File: src/adc_ctrl_params.svh
`ifndef ADC_CTRL_PARAMS_SVH
`define ADC_CTRL_PARAMS_SVH

`define ADDR_MODE_CTRL 8'hd8
`define ADDR_TIMING_CTRL 8'hef
`define ADDR_RESULT_LOW 8'hd9
`define ADDR_RESULT_HIGH 8'hda
`define ADDR_OFFSET_CAL 8'hdb
`define ADDR_GAIN_CAL 8'hdc
`define RST_MODE_CTRL 8'h00
`define RST_TIMING_CTRL 8'h20
`define CONV_CLKS 5'h11
`define PWR_DOWN 2'h0
`define PWR_NORMAL 2'h1
`define PWR_DOWN_IDLE 2'h2
`define PWR_STBY_IDLE 2'h3
`define EXT_PULSE_NS 100
`define CLK_NS 8
`define EXT_PULSE_CYC ((`EXT_PULSE_NS + `CLK_NS - 1) / `CLK_NS)
`define TEMP_CHAN 4'h8

`endif

File: src/adc_ctrl_pkg.sv
`default_nettype none
package adc_ctrl_pkg;

  typedef struct packed {
    logic [1:0] power_mode;
    logic [1:0] clk_div;
    logic [1:0] acq_time;
    logic timer_trigger_en;
    logic ext_trigger_en;
  } timing_ctrl_t;

  typedef struct packed {
    logic conv_done_flag;
    logic dma_en;
    logic continuous_conv_en;
    logic single_conv_req;
    logic [3:0] chan_sel;
  } mode_ctrl_t;

  typedef struct packed {
    logic wr;
    logic rd;
    logic [7:0] addr;
    logic [7:0] wdata;
  } sfr_req_t;

  typedef enum logic [2:0] {
    ST_IDLE = 3'b001,
    ST_ACQ = 3'b010,
    ST_CONV = 3'b100
  } conv_state_t;

endpackage
`default_nettype wire

File: src/adc_conversion_control.sv
`include "adc_ctrl_params.svh"
`default_nettype none
// Notes on behaviour
// - Two control registers; result in high/low pair.
// - Result is straight binary, FS/4096 steps.
// - Channel number fills top nibble of high.
// - Power mode field selects four power modes.
// - Powered down keeps reference on, rest off.
// - Clock divide field divides by 1,2,4,8.
// - A conversion takes 17 converter clocks.
// - Acquisition lasts 1,2,4 or 8 converter clocks.
// - Timer trigger starts on second overflow.
// - Active-low external pulse starts conversion.
// - Single and continuous, software or pin.
// - DMA mode converts continuously into external memory.
// - Factory calibration loaded at power-up, rewritable.
// - Temperature reference offered as ninth channel.
// - Done flag set at end of single or DMA conversion, cleared on vector.
// - Single request bit clears on completion.
// - Continuous bit restarts after each conversion.
// - Channel from select bits, DMA from memory.
module adc_conversion_control #(
  parameter logic [7:0] FACTORY_OFFSET = 8'h80, // Arbitrary default.
  parameter logic [7:0] FACTORY_GAIN = 8'h80 // Arbitrary default.
) (
  // Clock and reset.
  input wire logic i_mclk,
  input wire logic i_sys_rst,
  // Special function register port.
  input wire adc_ctrl_pkg::sfr_req_t i_sfr,
  output logic [7:0] o_sfr_rdata,
  // Trigger sources and service acknowledge.
  input wire logic i_timer2_ovf,
  input wire logic i_ext_convert_n,
  input wire logic i_int_vector_ack,
  // Analog core.
  input wire logic [11:0] i_sar_code,
  input wire logic i_sar_bit_temp,
  output logic o_ref_power_en,
  output logic o_core_power_en,
  output logic o_core_standby,
  output logic o_track,
  output logic o_sar_clk_en,
  output logic [3:0] o_mux_chan,
  output logic o_conv_done_flag,
  // DMA capture.
  input wire logic [3:0] i_dma_chan_id,
  output logic o_dma_req,
  output logic [11:0] o_dma_sample,
  output logic [3:0] o_dma_chan,
  // Calibration coefficients.
  output logic [7:0] o_offset_cal,
  output logic [7:0] o_gain_cal
);

  // ****************************************
  // Registers and decode
  // ****************************************
  adc_ctrl_pkg::timing_ctrl_t timing;
  adc_ctrl_pkg::mode_ctrl_t mode;
  adc_ctrl_pkg::conv_state_t state;
  logic [7:0] result_high;
  logic [7:0] result_low;
  logic [2:0] div_cnt;
  logic [4:0] clk_cnt;
  logic [3:0] conv_chan;
  logic timer_armed;
  logic [3:0] ext_low_cnt;
  logic ext_seen;

  function automatic logic [3:0] code_to_count(input logic [1:0] code);
    code_to_count = 4'h1 << code;
  endfunction

  wire wr_timing = i_sfr.wr && (i_sfr.addr == `ADDR_TIMING_CTRL);
  wire wr_mode = i_sfr.wr && (i_sfr.addr == `ADDR_MODE_CTRL);
  wire adc_ctrl_pkg::mode_ctrl_t mode_wdata = i_sfr.wdata;
  wire wr_offs = i_sfr.wr && (i_sfr.addr == `ADDR_OFFSET_CAL);
  wire wr_gain = i_sfr.wr && (i_sfr.addr == `ADDR_GAIN_CAL);
  wire [3:0] div_len = code_to_count(timing.clk_div);
  wire [3:0] acq_len = code_to_count(timing.acq_time);
  wire adc_tick = ({1'b0, div_cnt} == div_len - 4'h1);
  wire idle = (state == adc_ctrl_pkg::ST_IDLE);
  wire timer_trig = timing.timer_trigger_en && i_timer2_ovf && timer_armed;
  wire ext_trig = timing.ext_trigger_en && !i_ext_convert_n && !ext_seen
    && (ext_low_cnt >= 4'(`EXT_PULSE_CYC - 1));
  wire sw_trig = mode.single_conv_req || mode.continuous_conv_en || mode.dma_en;
  wire powered = (timing.power_mode != `PWR_DOWN);
  wire start = idle && powered && (sw_trig || timer_trig || ext_trig);
  wire conv_end = (state == adc_ctrl_pkg::ST_CONV) && adc_tick
    && (clk_cnt == `CONV_CLKS - 5'h1);
  wire acq_end = (state == adc_ctrl_pkg::ST_ACQ) && adc_tick
    && (clk_cnt == {1'b0, acq_len} - 5'h1);
  wire [3:0] next_chan = mode.dma_en ? i_dma_chan_id : mode.chan_sel;
  wire [11:0] sample = (conv_chan == `TEMP_CHAN) ? {11'h000, i_sar_bit_temp}
    : i_sar_code;

  logic [7:0] next_rdata;
  always_comb begin
    case (i_sfr.addr)
      `ADDR_TIMING_CTRL: next_rdata = timing;
      `ADDR_MODE_CTRL: next_rdata = mode;
      `ADDR_RESULT_HIGH: next_rdata = result_high;
      `ADDR_RESULT_LOW: next_rdata = result_low;
      `ADDR_OFFSET_CAL: next_rdata = o_offset_cal;
      `ADDR_GAIN_CAL: next_rdata = o_gain_cal;
      default: next_rdata = 8'h00;
    endcase
  end

  // ****************************************
  // Register file
  // ****************************************
  always_ff @(posedge i_mclk) begin
    if (i_sys_rst) begin
      timing <= `RST_TIMING_CTRL;
      mode <= `RST_MODE_CTRL;
      o_offset_cal <= FACTORY_OFFSET;
      o_gain_cal <= FACTORY_GAIN;
      o_sfr_rdata <= 8'h00;
    end else begin
      o_sfr_rdata <= i_sfr.rd ? next_rdata : 8'h00;
      if (wr_timing) timing <= i_sfr.wdata;
      if (wr_offs) o_offset_cal <= i_sfr.wdata;
      if (wr_gain) o_gain_cal <= i_sfr.wdata;
      if (wr_mode) begin
        mode <= i_sfr.wdata;
      end
      // Hardware set wins over any clear in the same cycle.
      if (conv_end && (mode.single_conv_req || mode.dma_en)) begin
        mode.conv_done_flag <= 1'b1;
      end else if (i_int_vector_ack) begin
        mode.conv_done_flag <= 1'b0;
      end
      if (conv_end && !(wr_mode && mode_wdata.single_conv_req)) begin
        mode.single_conv_req <= 1'b0;
      end
    end
  end

  // ****************************************
  // Trigger qualification
  // ****************************************
  always_ff @(posedge i_mclk) begin
    if (i_sys_rst) begin
      timer_armed <= 1'b0;
      ext_low_cnt <= 4'h0;
      ext_seen <= 1'b0;
    end else begin
      if (!timing.timer_trigger_en) timer_armed <= 1'b0;
      else if (i_timer2_ovf) timer_armed <= 1'b1;
      if (i_ext_convert_n) begin
        ext_low_cnt <= 4'h0;
        ext_seen <= 1'b0;
      end else begin
        if (ext_low_cnt != 4'hf) ext_low_cnt <= ext_low_cnt + 4'h1;
        if (ext_trig) ext_seen <= 1'b1;
      end
    end
  end

  // ****************************************
  // Conversion sequencer
  // ****************************************
  always_ff @(posedge i_mclk) begin
    if (i_sys_rst) begin
      state <= adc_ctrl_pkg::ST_IDLE;
      div_cnt <= 3'h0;
      clk_cnt <= 5'h00;
      conv_chan <= 4'h0;
      result_high <= 8'h00;
      result_low <= 8'h00;
    end else begin
      div_cnt <= (idle || adc_tick) ? 3'h0 : div_cnt + 3'h1;
      case (state)
        adc_ctrl_pkg::ST_IDLE: begin
          clk_cnt <= 5'h00;
          if (start) begin
            state <= adc_ctrl_pkg::ST_ACQ;
            conv_chan <= next_chan;
          end
        end
        adc_ctrl_pkg::ST_ACQ: begin
          if (acq_end) begin
            state <= adc_ctrl_pkg::ST_CONV;
            clk_cnt <= 5'h00;
          end else if (adc_tick) begin
            clk_cnt <= clk_cnt + 5'h1;
          end
        end
        adc_ctrl_pkg::ST_CONV: begin
          if (conv_end) begin
            state <= adc_ctrl_pkg::ST_IDLE;
            result_high <= {conv_chan, sample[11:8]};
            result_low <= sample[7:0];
          end else if (adc_tick) begin
            clk_cnt <= clk_cnt + 5'h1;
          end
        end
        default: state <= adc_ctrl_pkg::ST_IDLE;
      endcase
    end
  end

  // ****************************************
  // Analog and DMA outputs
  // ****************************************
  always_ff @(posedge i_mclk) begin
    if (i_sys_rst) begin
      o_ref_power_en <= 1'b0;
      o_core_power_en <= 1'b0;
      o_core_standby <= 1'b0;
      o_track <= 1'b0;
      o_sar_clk_en <= 1'b0;
      o_mux_chan <= 4'h0;
      o_conv_done_flag <= 1'b0;
      o_dma_req <= 1'b0;
      o_dma_sample <= 12'h000;
      o_dma_chan <= 4'h0;
    end else begin
      o_ref_power_en <= 1'b1;
      o_core_power_en <= (timing.power_mode == `PWR_NORMAL) || !idle
        || (timing.power_mode == `PWR_STBY_IDLE);
      o_core_standby <= (timing.power_mode == `PWR_STBY_IDLE) && idle;
      o_track <= (state == adc_ctrl_pkg::ST_ACQ);
      o_sar_clk_en <= adc_tick && !idle;
      o_mux_chan <= idle ? next_chan : conv_chan;
      o_conv_done_flag <= mode.conv_done_flag;
      o_dma_req <= conv_end && mode.dma_en;
      if (conv_end) begin
        o_dma_sample <= sample;
        o_dma_chan <= conv_chan;
      end
    end
  end
endmodule
`default_nettype wire

File: config.mk
export PLATFORM = sky130hd
export DESIGN_NAME = adc_conversion_control
export DESIGN_NICKNAME = d
export VERILOG_FILES = /design/src/adc_ctrl_pkg.sv /design/src/adc_conversion_control.sv
export VERILOG_INCLUDE_DIRS = /design/src
export SDC_FILE = /design/constraint.sdc
export NUM_CORES = 1
export LEC_CHECK = 0
export BUFFER_PORTS_ARGS = -buffer_cell sky130_fd_sc_hd__buf_2
export CAP_MARGIN = 20
export CORE_AREA = 2 2 70 122
export DETAILED_ROUTE_END_ITERATION = 8
export DIE_AREA = 0 0 72 124
export PLACE_DENSITY = 0.78
export SYNTH_ARGS = -nofsm -noshare
export SYNTH_HDL_FRONTEND = slang
export SYNTH_SLANG_ARGS = --single-unit
File: constraint.sdc
create_clock -name i_mclk -period 2.5 [get_ports i_mclk]
set_input_delay 0.25 -clock i_mclk [delete_from_list [all_inputs] [get_ports i_mclk]]
set_output_delay 0.25 -clock i_mclk [all_outputs]
set_load 0.01 [all_outputs]
==> run summary, run 1 <==
Status -> finished clean
Cell count after synthesis -> 431
Worst setup path start -> timing[4]
Synth Area in Compound Gates -> 15.11%
Data arrival, critical path -> 2.35 ns
Tmin final -> 2.132 ns
Top FF cell, synth -> dfxtp_1
Critical path peak fanout -> 7
Post-DP Area -> 0.004711 mm^2
Static Leak -> 2.161 nW
Post-synth top area share -> 49.58%
Fin crit share -> 85.29%
Net Sw Frac -> 21.97%
Cell internal pwr -> 2.485 mW
# nets final -> 559
WL final -> 10.03 mm
Max_cap viols -> 0
Fraction of layout cells with a size suffix above 1 -> 25.19%
Relative slew slack -> 44.61%
HP Start -> i_sar_code[10]
Die Wd -> 72 um
Initial Util -> 53.09%
Power Dens Cells -> 635.2 mW/mm^2
DRC viols -> 0
Area grow syn2layout -> 19.40%
Avg WL per Cell -> 16.44 um
RSZ-0062 raised after global routing -> no
Clk network pwr share -> 44.4%
Clock buffer depth -> 2
Antenna Diode Count -> 0
First-pass GRT wire length -> 16.30 mm
Syn Area/Cell -> 9.743 um^2
Syn nets -> 475
Netlist cell types -> 53
CP endpoint kind -> register
Comb pwr share -> 3.4%
Setup TNS -> 0 ns
ANT nets after route -> 0
Crit Path Class -> reg -> reg
IO Port Bufs -> 90
H-Tree Depth -> 3
Vias in the first global route -> 3411
Synth top area cells -> dfxtp_1 50%, mux2i_1 6.2%, a22o_1 4.6%
CTS tree -> yes
Setup violations, final -> 0
Post-Synth Adder-Cell Area -> 1.192%
GP Congestion -> 0.8466
Sequential share of power -> 52.2%
DRT iter0 DRCs -> 231
Design Area, Final -> 0.005014 mm^2
Clk_lat worst skew -> 0.35 ns
Die area -> 0.008928 mm^2
Std cell rows -> 43
Area leader, netlist -> dfxtp_1
Required @ worst endpoint -> 2.72 ns
Initial antenna violation count -> 0
Die H -> 124 um
Largest family of logic cells by synthesized area -> simple AND/OR/NAND/NOR gates
First drt pass iteration count -> 4
Slew Limit Fails -> 0
VDD IR max -> 0.0004142 V
Postcts setup bufs -> 0
Netlist Area Pre-Place -> 0.004199 mm^2
Syn. warnings -> 0
Synth Register Bits -> 104
Skew final -> 0.007678 ns
Core box area -> 0.007909 mm^2
Post-synthesis simple-gate area fraction -> 16.81%
Post-synth EDFFs -> 0
DPL Wire Length -> 7.640 mm
Worst Tran Pin Value -> 0.8309 ns
Worst R2R Start -> timing[4]
Largest net degree at the start of global routing -> 38
F_max -> 0.4690 GHz
Grt total ovfl -> 0
Root Buffer -> clkbuf_16
Commonest cells after routing, fill and taps aside -> 104 x dfxtp_1, 90 x buf_2, 50 x nand2_1
Commonest non-fill, non-tap cell in the layout -> dfxtp_1
Seq/Total Area, Yosys -> 49.58%
Hold crit path type -> in -> reg
GRT Total Usage -> 23.81%
Hold buffers post-CTS -> 0
DR vias/cell -> 5.720
Ports -> 91
Async S/R FF share, synth -> 0%
Multiplexer share of the synthesized area -> 11.56%
Post-cts resize count -> 0
CP Launch Type -> register
Psw -> 699.7 uW
CTS Buf Count -> 9
Post-synthesis xor/xnor area fraction -> 1.669%
Sinks on Clock Net -> 104
Clock slew at reported path FFs -> 0.07 ns
Hold Violations, Final -> 0
Vias -> 3489
[critical path, cell delays in order, from the launching register on]
cell and delay [ns]:
dfxtp_1 0.36, or2_1 0.27, a2111oi_4 0.49, o21ai_2 0.14
o41ai_2 0.63, nor2_1 0.10
[state kept, by name, indices dropped and copies added, names as in the netlist, 3 cells and up]
name,count
state,3
o_offset_cal,8
o_dma_chan,4
mode,8
result_low,8
ext_low_cnt,4
timing,8
o_dma_sample,12
result_high,8
o_gain_cal,8
div_cnt,3
conv_chan,4
o_mux_chan,4
clk_cnt,5
o_sfr_rdata,8
[final timing paths]
kind / end / cells after the start / slack (ns)
worst max register to register: clk_cnt[0] / 5 / 0.37
worst min register to register: result_high[6] / 2 / 0.46
worst min-delay path: result_high[2] / 2 / 0.12
worst max-delay path: clk_cnt[0] / 5 / 0.37
[cell families (layout without fill, tap and decap cells)]
| family | after synthesis | after routing |
|---|---|---|
| flip-flops | 104 | 104 |
| AND/OR/NAND/NOR | 148 | 148 |
| multiplexers | 38 | 38 |
| AO/OA/AOI/OAI | 88 | 88 |
| adder cells (fa/ha/maj) | 4 | 4 |
| buffers and inverters | 41 | 130 |
| XOR/XNOR | 8 | 8 |
[cell type report]
cell class | instances | area [um^2]
clock buffer | 9 | 225.2
sequential | 104 | 2082
fill | 643 | 2895
clock inverter | 7 | 77.57
multi-input combinational | 286 | 1946
timing repair buffer | 98 | 510.5
inverter | 16 | 60.06
tap | 90 | 112.6
[cells in the mapped netlist (2+ instances only)]
master and count:
a22o_1 22, or3_1 2, nand3_1 12, nor2b_1 2, buf_2 8, o22ai_1 9, ha_1 4, inv_1 16
clkbuf_1 15, nor3_1 10, a22oi_1 8, a211oi_1 2, and3_1 5, dfxtp_1 104, o21ai_0 4, a21oi_1 27
or2_1 2, nand2b_1 2, nand2_1 50, o211a_1 2, and2_1 9, mux4_2 8, nor2_1 39, mux2_2 4
and4_1 2, xnor2_1 7, mux2i_1 26, o211ai_1 3, nand4_1 2, o21a_1 2
[power groups by stage]
stage	combinational, mW	sequential (mW)	clock [mW]
after detailed placement	0.107	1.70	0
after global routing	0.118	1.66	1.51
after global placement	0.106	1.70	0
after floorplan	0.0486	1.70	0
final	0.108	1.66	1.42
after CTS	0.108	1.66	1.43
[metrics by stage]
step	hold WS [ns]	setup slack [ns]	std cells	power, mW	util, %
global placement	0.4449	0.4604	594	1.806	59.56
floorplan	0.3274	0.5180	431	1.748	-
CTS	0.1145	0.3901	610	3.200	63.39
finish	0.1214	0.3677	610	3.185	63.39
detailed placement	0.4474	0.3886	594	1.807	59.56
global route	0.1166	0.2520	610	3.289	63.39
[per-layer routing]
layer  global-route usage [%]  vias to the layer above  share of wire, %
li1                         -                     1700                 -
met1                    26.45                     1658                38
met2                    41.61                      108                53
met3                    5.906                       23               4.7
met4                    12.15                        0               3.6
met5                        0                        -                 0
(Power assumes the default switching activity.)
==> inputs of run 2 (changes only) <==
--- a/config.mk
+++ b/config.mk
@@ -12,6 +12,7 @@
 export DETAILED_ROUTE_END_ITERATION = 8
 export DIE_AREA = 0 0 72 124
 export PLACE_DENSITY = 0.78
+export RECOVER_POWER = 100
 export SYNTH_ARGS = -nofsm -noshare
 export SYNTH_HDL_FRONTEND = slang
 export SYNTH_SLANG_ARGS = --single-unit
==> run 2 against run 1 <==
Net effect: critical endpoint unchanged; sequential power about the same; setup slack got worse by 0.098 ns; final area decreased by 1.7%; highest routed layer unchanged; fmax decreased by 4.4%; clock power about the same; sequential share of layout area increased by 0.71 points; the run now ends with capacitance limit, slew limit left; register-to-register slack got worse by 0.098 ns; hold slack got worse by 0.0019 ns.
==> run summary, run 2 (synthesis results as in run 1) <==
CTS tree -> yes
Initial antenna violation count -> 0 (unchanged)
Area grow syn2layout -> 17.40%
Max_cap viols -> 1 (+1)
Die area -> 0.008928 mm^2 (unchanged)
F_max -> 0.4483 GHz (-4.4%)
WL final -> 10.07 mm (+0.42%)
Worst Tran Pin Value -> 1.599 ns (+0.7679 ns)
Root Buffer -> clkbuf_16
Postcts setup bufs -> 0 (unchanged)
Final worst slack -> 0.2693 ns (-0.09841 ns)
Hold path depth -> 2 (unchanged)
Design Area, Final -> 0.004930 mm^2 (-1.7%)
Vias -> 3477 (-0.34%)
Tmin final -> 2.231 ns (+0.09841 ns)
Post-DP Area -> 0.004711 mm^2 (unchanged)
Slowest stage delay, CP -> 0.64 ns (about the same)
Die Wd -> 72 um (unchanged)
CP endpoint kind -> register
DPL Wire Length -> 7.640 mm (unchanged)
VDD IR max -> 0.0004128 V (-0.34%)
DR vias/cell -> 5.700 (-0.34%)
Die H -> 124 um (unchanged)
DRC viols -> 0 (unchanged)
Status -> finished, violations left
Final Core Density -> 62.33% (-1.1 points)
Ports -> 91 (unchanged)
GP Congestion -> 0.8466 (unchanged)
Setup TNS -> 0 ns (unchanged)
Clk_lat worst skew -> 0.35 ns (about the same)
Setup violations, final -> 0 (unchanged)
Std cell rows -> 43 (unchanged)
First drt pass iteration count -> 5 (+1)
Hold buffers post-CTS -> 0 (unchanged)
H-Tree Depth -> 3 (unchanged)
Static Leak -> 1.924 nW (-11%)
Dpl ws -> 0.3886 ns (unchanged)
Core box area -> 0.007909 mm^2 (unchanged)
Fill cells -> 679 (+5.6%)
DRT iter0 DRCs -> 245 (+6.1%)
# nets final -> 559 (unchanged)
IO Port Bufs -> 90 (unchanged)
Grt total ovfl -> 0 (unchanged)
Avg WL per Cell -> 16.51 um (+0.42%)
Clock buffer depth -> 2 (unchanged)
Vias in the first global route -> 3411 (unchanged)
Largest net degree at the start of global routing -> 38 (unchanged)
Fraction of layout cells with a size suffix above 1 -> 14.42% (-11 points)
CP Launch Type -> register
Failing checks -> capacitance limit, slew limit
ANT nets after route -> 0 (unchanged)
Antenna Diode Count -> 0 (unchanged)
Flip-flop and latch area -> 0.002082 mm^2 (unchanged)
Critical path peak fanout -> 7 (unchanged)
Hold Violations, Final -> 0 (unchanged)
Initial Util -> 53.09% (unchanged)
Sinks on Clock Net -> 104 (unchanged)
GRT Total Usage -> 23.81% (unchanged)
Relative slew slack -> -6.587% (-51 points)
Total Power -> 3.188 mW (about the same)
Clock slew at reported path FFs -> 0.07 ns (about the same)
Skew final -> 0.008150 ns (+0.0004716 ns)
CTS Buf Count -> 9 (unchanged)
Reg2Reg Depth -> 5 (unchanged)
Hold crit path type -> in -> reg
First-pass GRT wire length -> 16.30 mm (unchanged)
Commonest cells after routing, fill and taps aside -> 104 x dfxtp_1, 54 x clkbuf_1, 50 x nand2_1
Slew Limit Fails -> 38 (+38)
Crit Path Class -> reg -> reg
Fin crit share -> 89.23% (+3.9 points)
Data arrival, critical path -> 2.45 ns (+0.10 ns)
RSZ-0062 raised after global routing -> no
Slowest CP cell -> o41ai_2
Multi-input gate area -> 0.001937 mm^2 (-0.45%)
Power Dens Cells -> 646.6 mW/mm^2 (+1.8%)
Post-cts resize count -> 0 (unchanged)
Top reg by flops -> o_dma_sample
Largest register FFs -> 12 (unchanged)
Required @ worst endpoint -> 2.72 ns (about the same)
Worst-path cell chain -> or2_0 > a2111oi_4 > o21ai_0 > o41ai_2 > nor2_1
Commonest non-fill, non-tap cell in the layout -> dfxtp_1
## run 2: cell types whose count changed in the layout (fill, tap and decap cells not counted), moves of 3 or more
cell / change
and2_0: +6
buf_2: -52
buf_4: -3
clkbuf_1: +54
and2_1: -6
## run 2: final timing paths
path / from / to / slack [ns]
max: timing[4] / clk_cnt[0] / 0.27
min: i_sar_code[7] / result_low[7] / 0.12
max reg2reg: timing[4] / clk_cnt[0] / 0.27
min reg2reg: result_high[6] / result_high[6] / 0.46
## run 2: per-stage QoR
stage | instances | hold slack, ns
3_3_place_gp | 594 | 0.4449
5_1_grt | 610 | 0.1166
4_1_cts | 610 | 0.1145
6_report | 610 | 0.1196
2_1_floorplan | 431 | 0.3274
3_5_place_dp | 594 | 0.4474
## run 2: area by class of cell
type | instances | area share (%)
repair buffers | 98 | 8.832
flip-flops and latches | 104 | 42.23
well taps | 90 | 2.284
clock inverters | 7 | 1.574
inverters | 16 | 1.218
multi-input cells | 286 | 39.29
clock buffers | 9 | 4.569
## run 2: worst max-delay path: cells and delay by family, from the launching register on
kind	cells	cell delay [ns]
flops	1	0.36
compound gates	3	1.36
simple gates	2	0.37
## run 2: where the power goes
group / leakage [nW] / switching, mW / internal (mW)
clock: 0.147 / 0.633 / 0.786
combinational: 0.939 / 0.0680 / 0.0391
sequential: 0.838 / 0.00280 / 1.66
## run 2: routing by layer
metal / wire (um) / global-route usage [%] / vias up
met1: 3918 / 26.45 / 1652
met3: 436 / 5.906 / 25
li1: - / - / 1700
met4: 359 / 12.15 / 0
met2: 5357 / 41.61 / 100
met5: 0 / 0 / -
==> inputs of run 3 (changes only) <==
--- a/config.mk
+++ b/config.mk
@@ -6,12 +6,12 @@
 export SDC_FILE = /design/constraint.sdc
 export NUM_CORES = 1
 export LEC_CHECK = 0
-export BUFFER_PORTS_ARGS = -buffer_cell sky130_fd_sc_hd__buf_2
 export CAP_MARGIN = 20
-export CORE_AREA = 2 2 70 122
+export CORE_AREA = 2 2 66 114
 export DETAILED_ROUTE_END_ITERATION = 8
-export DIE_AREA = 0 0 72 124
-export PLACE_DENSITY = 0.78
+export DIE_AREA = 0 0 68 116
+export DONT_BUFFER_PORTS = 1
+export PLACE_DENSITY = 0.76
 export RECOVER_POWER = 100
 export SYNTH_ARGS = -nofsm -noshare
 export SYNTH_HDL_FRONTEND = slang
==> run 3 against run 2 <==
Net effect: the run now ends clean; hold slack got worse by 0.099 ns; final area fell by 7.3%; cell count shrank 15%.
==> run summary, run 3 (synthesis results as in run 1) <==
Skew final -> 0.009326 ns (+0.001176 ns)
Std cell rows -> 40 (-7.0%)
Postcts setup bufs -> 0 (unchanged)
Grt total ovfl -> 0 (unchanged)
Hold Violations, Final -> 0 (unchanged)
Sinks on Clock Net -> 104 (unchanged)
Relative slew slack -> 36.63% (+43 points)
Critical path peak fanout -> 7 (unchanged)
DPL Wire Length -> 7.254 mm (-5.1%)
DRC viols -> 0 (unchanged)
Post-cts resize count -> 0 (unchanged)
Power Dens Cells -> 703.9 mW/mm^2 (+8.8%)
Initial Util -> 60.80% (+7.7 points)
# nets final -> 471 (-16%)
Crit Path Class -> reg -> reg
RSZ-0062 raised after global routing -> no
Commonest non-fill, non-tap cell in the layout -> dfxtp_1
Die H -> 116 um (-6.5%)
Ports -> 91 (unchanged)
Root Buffer -> clkbuf_16
Antenna Diode Count -> 0 (unchanged)
Slew Limit Fails -> 0 (-100%)
Data arrival, critical path -> 2.40 ns (-0.05 ns)
First-pass GRT wire length -> 15.68 mm (-3.8%)
Hold crit path type -> in -> reg
CTS Buf Count -> 9 (unchanged)
Clock buffer depth -> 2 (unchanged)
ANT nets after route -> 0 (unchanged)
Setup violations, final -> 0 (unchanged)
Core box area -> 0.006907 mm^2 (-13%)
Fin crit share -> 87.72% (-1.5 points)
DR vias/cell -> 6.217 (+9.1%)
Clk_lat worst skew -> 0.35 ns (about the same)
First drt pass iteration count -> 4 (-1)
Clock slew at reported path FFs -> 0.07 ns (about the same)
Max_cap viols -> 0 (-1)
Total Power -> 3.217 mW (+0.92%)
Largest net degree at the start of global routing -> 56 (+47%)
Fraction of layout cells with a size suffix above 1 -> 7.639% (-6.8 points)
Tmin final -> 2.193 ns (-0.03758 ns)
Hold buffers post-CTS -> 2 (+2)
GRT Total Usage -> 27.17% (+3.4 points)
Commonest cells after routing, fill and taps aside -> 104 x dfxtp_1, 50 x nand2_1, 40 x nor2_1
WL final -> 9.988 mm (-0.82%)
Static Leak -> 1.727 nW (-10%)
Initial antenna violation count -> 0 (unchanged)
Status -> finished clean
Die area -> 0.007888 mm^2 (-12%)
CTS tree -> yes
IO Port Bufs -> 0 (-100%)
Setup TNS -> 0 ns (unchanged)
Worst Tran Pin Value -> 0.9471 ns (-0.6517 ns)
H-Tree Depth -> 3 (unchanged)
Required @ worst endpoint -> 2.71 ns (about the same)
VDD IR max -> 0.0004758 V (+15%)
Largest register FFs -> 12 (unchanged)
Avg WL per Cell -> 19.36 um (+17%)
DRT iter0 DRCs -> 195 (-20%)
Top reg by flops -> o_dma_sample
CP endpoint kind -> register
Vias in the first global route -> 3164 (-7.2%)
WHS -> 0.02099 ns (-0.09858 ns)
Vias -> 3208 (-7.7%)
Area grow syn2layout -> 8.850%
CP Launch Type -> register
GP Congestion -> 0.8713 (+2.9%)
F_max -> 0.4560 GHz (+1.7%)
Die Wd -> 68 um (-5.6%)
==> run 3: changes by cell type in the layout (fill, tap and decap cells not counted), sizes merged <==
cell	delta
inv	-3
buf	-40
clkbuf	-48
clkinv	+1
dlygate4sd3	+1
bufinv	+1
==> run 3: power breakdown <==
part	internal [mW]	switching, mW
combinational	0.0212	0.0341
sequential	1.66	0.00367
clock	0.899	0.600
==> run 3: final cells by class <==
type	count	area [um^2]
Tap cell	84	105.1
Multi-Input combinational cell	286	1934
Timing Repair Buffer	10	67.56
Inverter	16	60.06
Sequential cell	104	2082
Clock buffer	10	239.0
Fill cell	568	2336
Clock inverter	6	82.58
==> run 3: final timing paths <==
check                   startpoint       endpoint  slack (ns)  depth (start not counted)
setup / recovery         timing[4]     clk_cnt[1]        0.31                          5
hold / removal    i_int_vector_ack        mode[7]        0.02                          1
setup reg to reg         timing[4]     clk_cnt[1]        0.31                          5
hold reg to reg      result_low[3]  result_low[3]        0.48                          1
==> run 3: per-layer routing <==
metal / vias up / share of wire [%] / track usage [%]
li1: 1514 / - / -
met1: 1533 / 36 / 30.74
met2: 136 / 52 / 44.85
met3: 25 / 7.6 / 8.155
met4: 0 / 4.5 / 14.53
met5: - / 0 / 0
==> run 3: worst max-delay path, cell delays in order, from the launching register on <==
cell	delay, ns
dfxtp_1	0.36
or2_1	0.27
a2111oi_4	0.45
o21ai_0	0.26
o41ai_2	0.59
nor2_1	0.12
==> run 3: per-stage QoR <==
stage / utilization [%] / worst slack, ns / std cells / area (um^2)
after detailed placement: 61.58 / 0.4376 / 498 / 4253
after global routing: 66.18 / 0.1119 / 516 / 4571
after floorplan: - / 0.5180 / 431 / 4199
after CTS: 66.67 / 0.4272 / 516 / 4604
final: 66.18 / 0.3069 / 516 / 4571
after global placement: 61.58 / 0.5196 / 498 / 4253
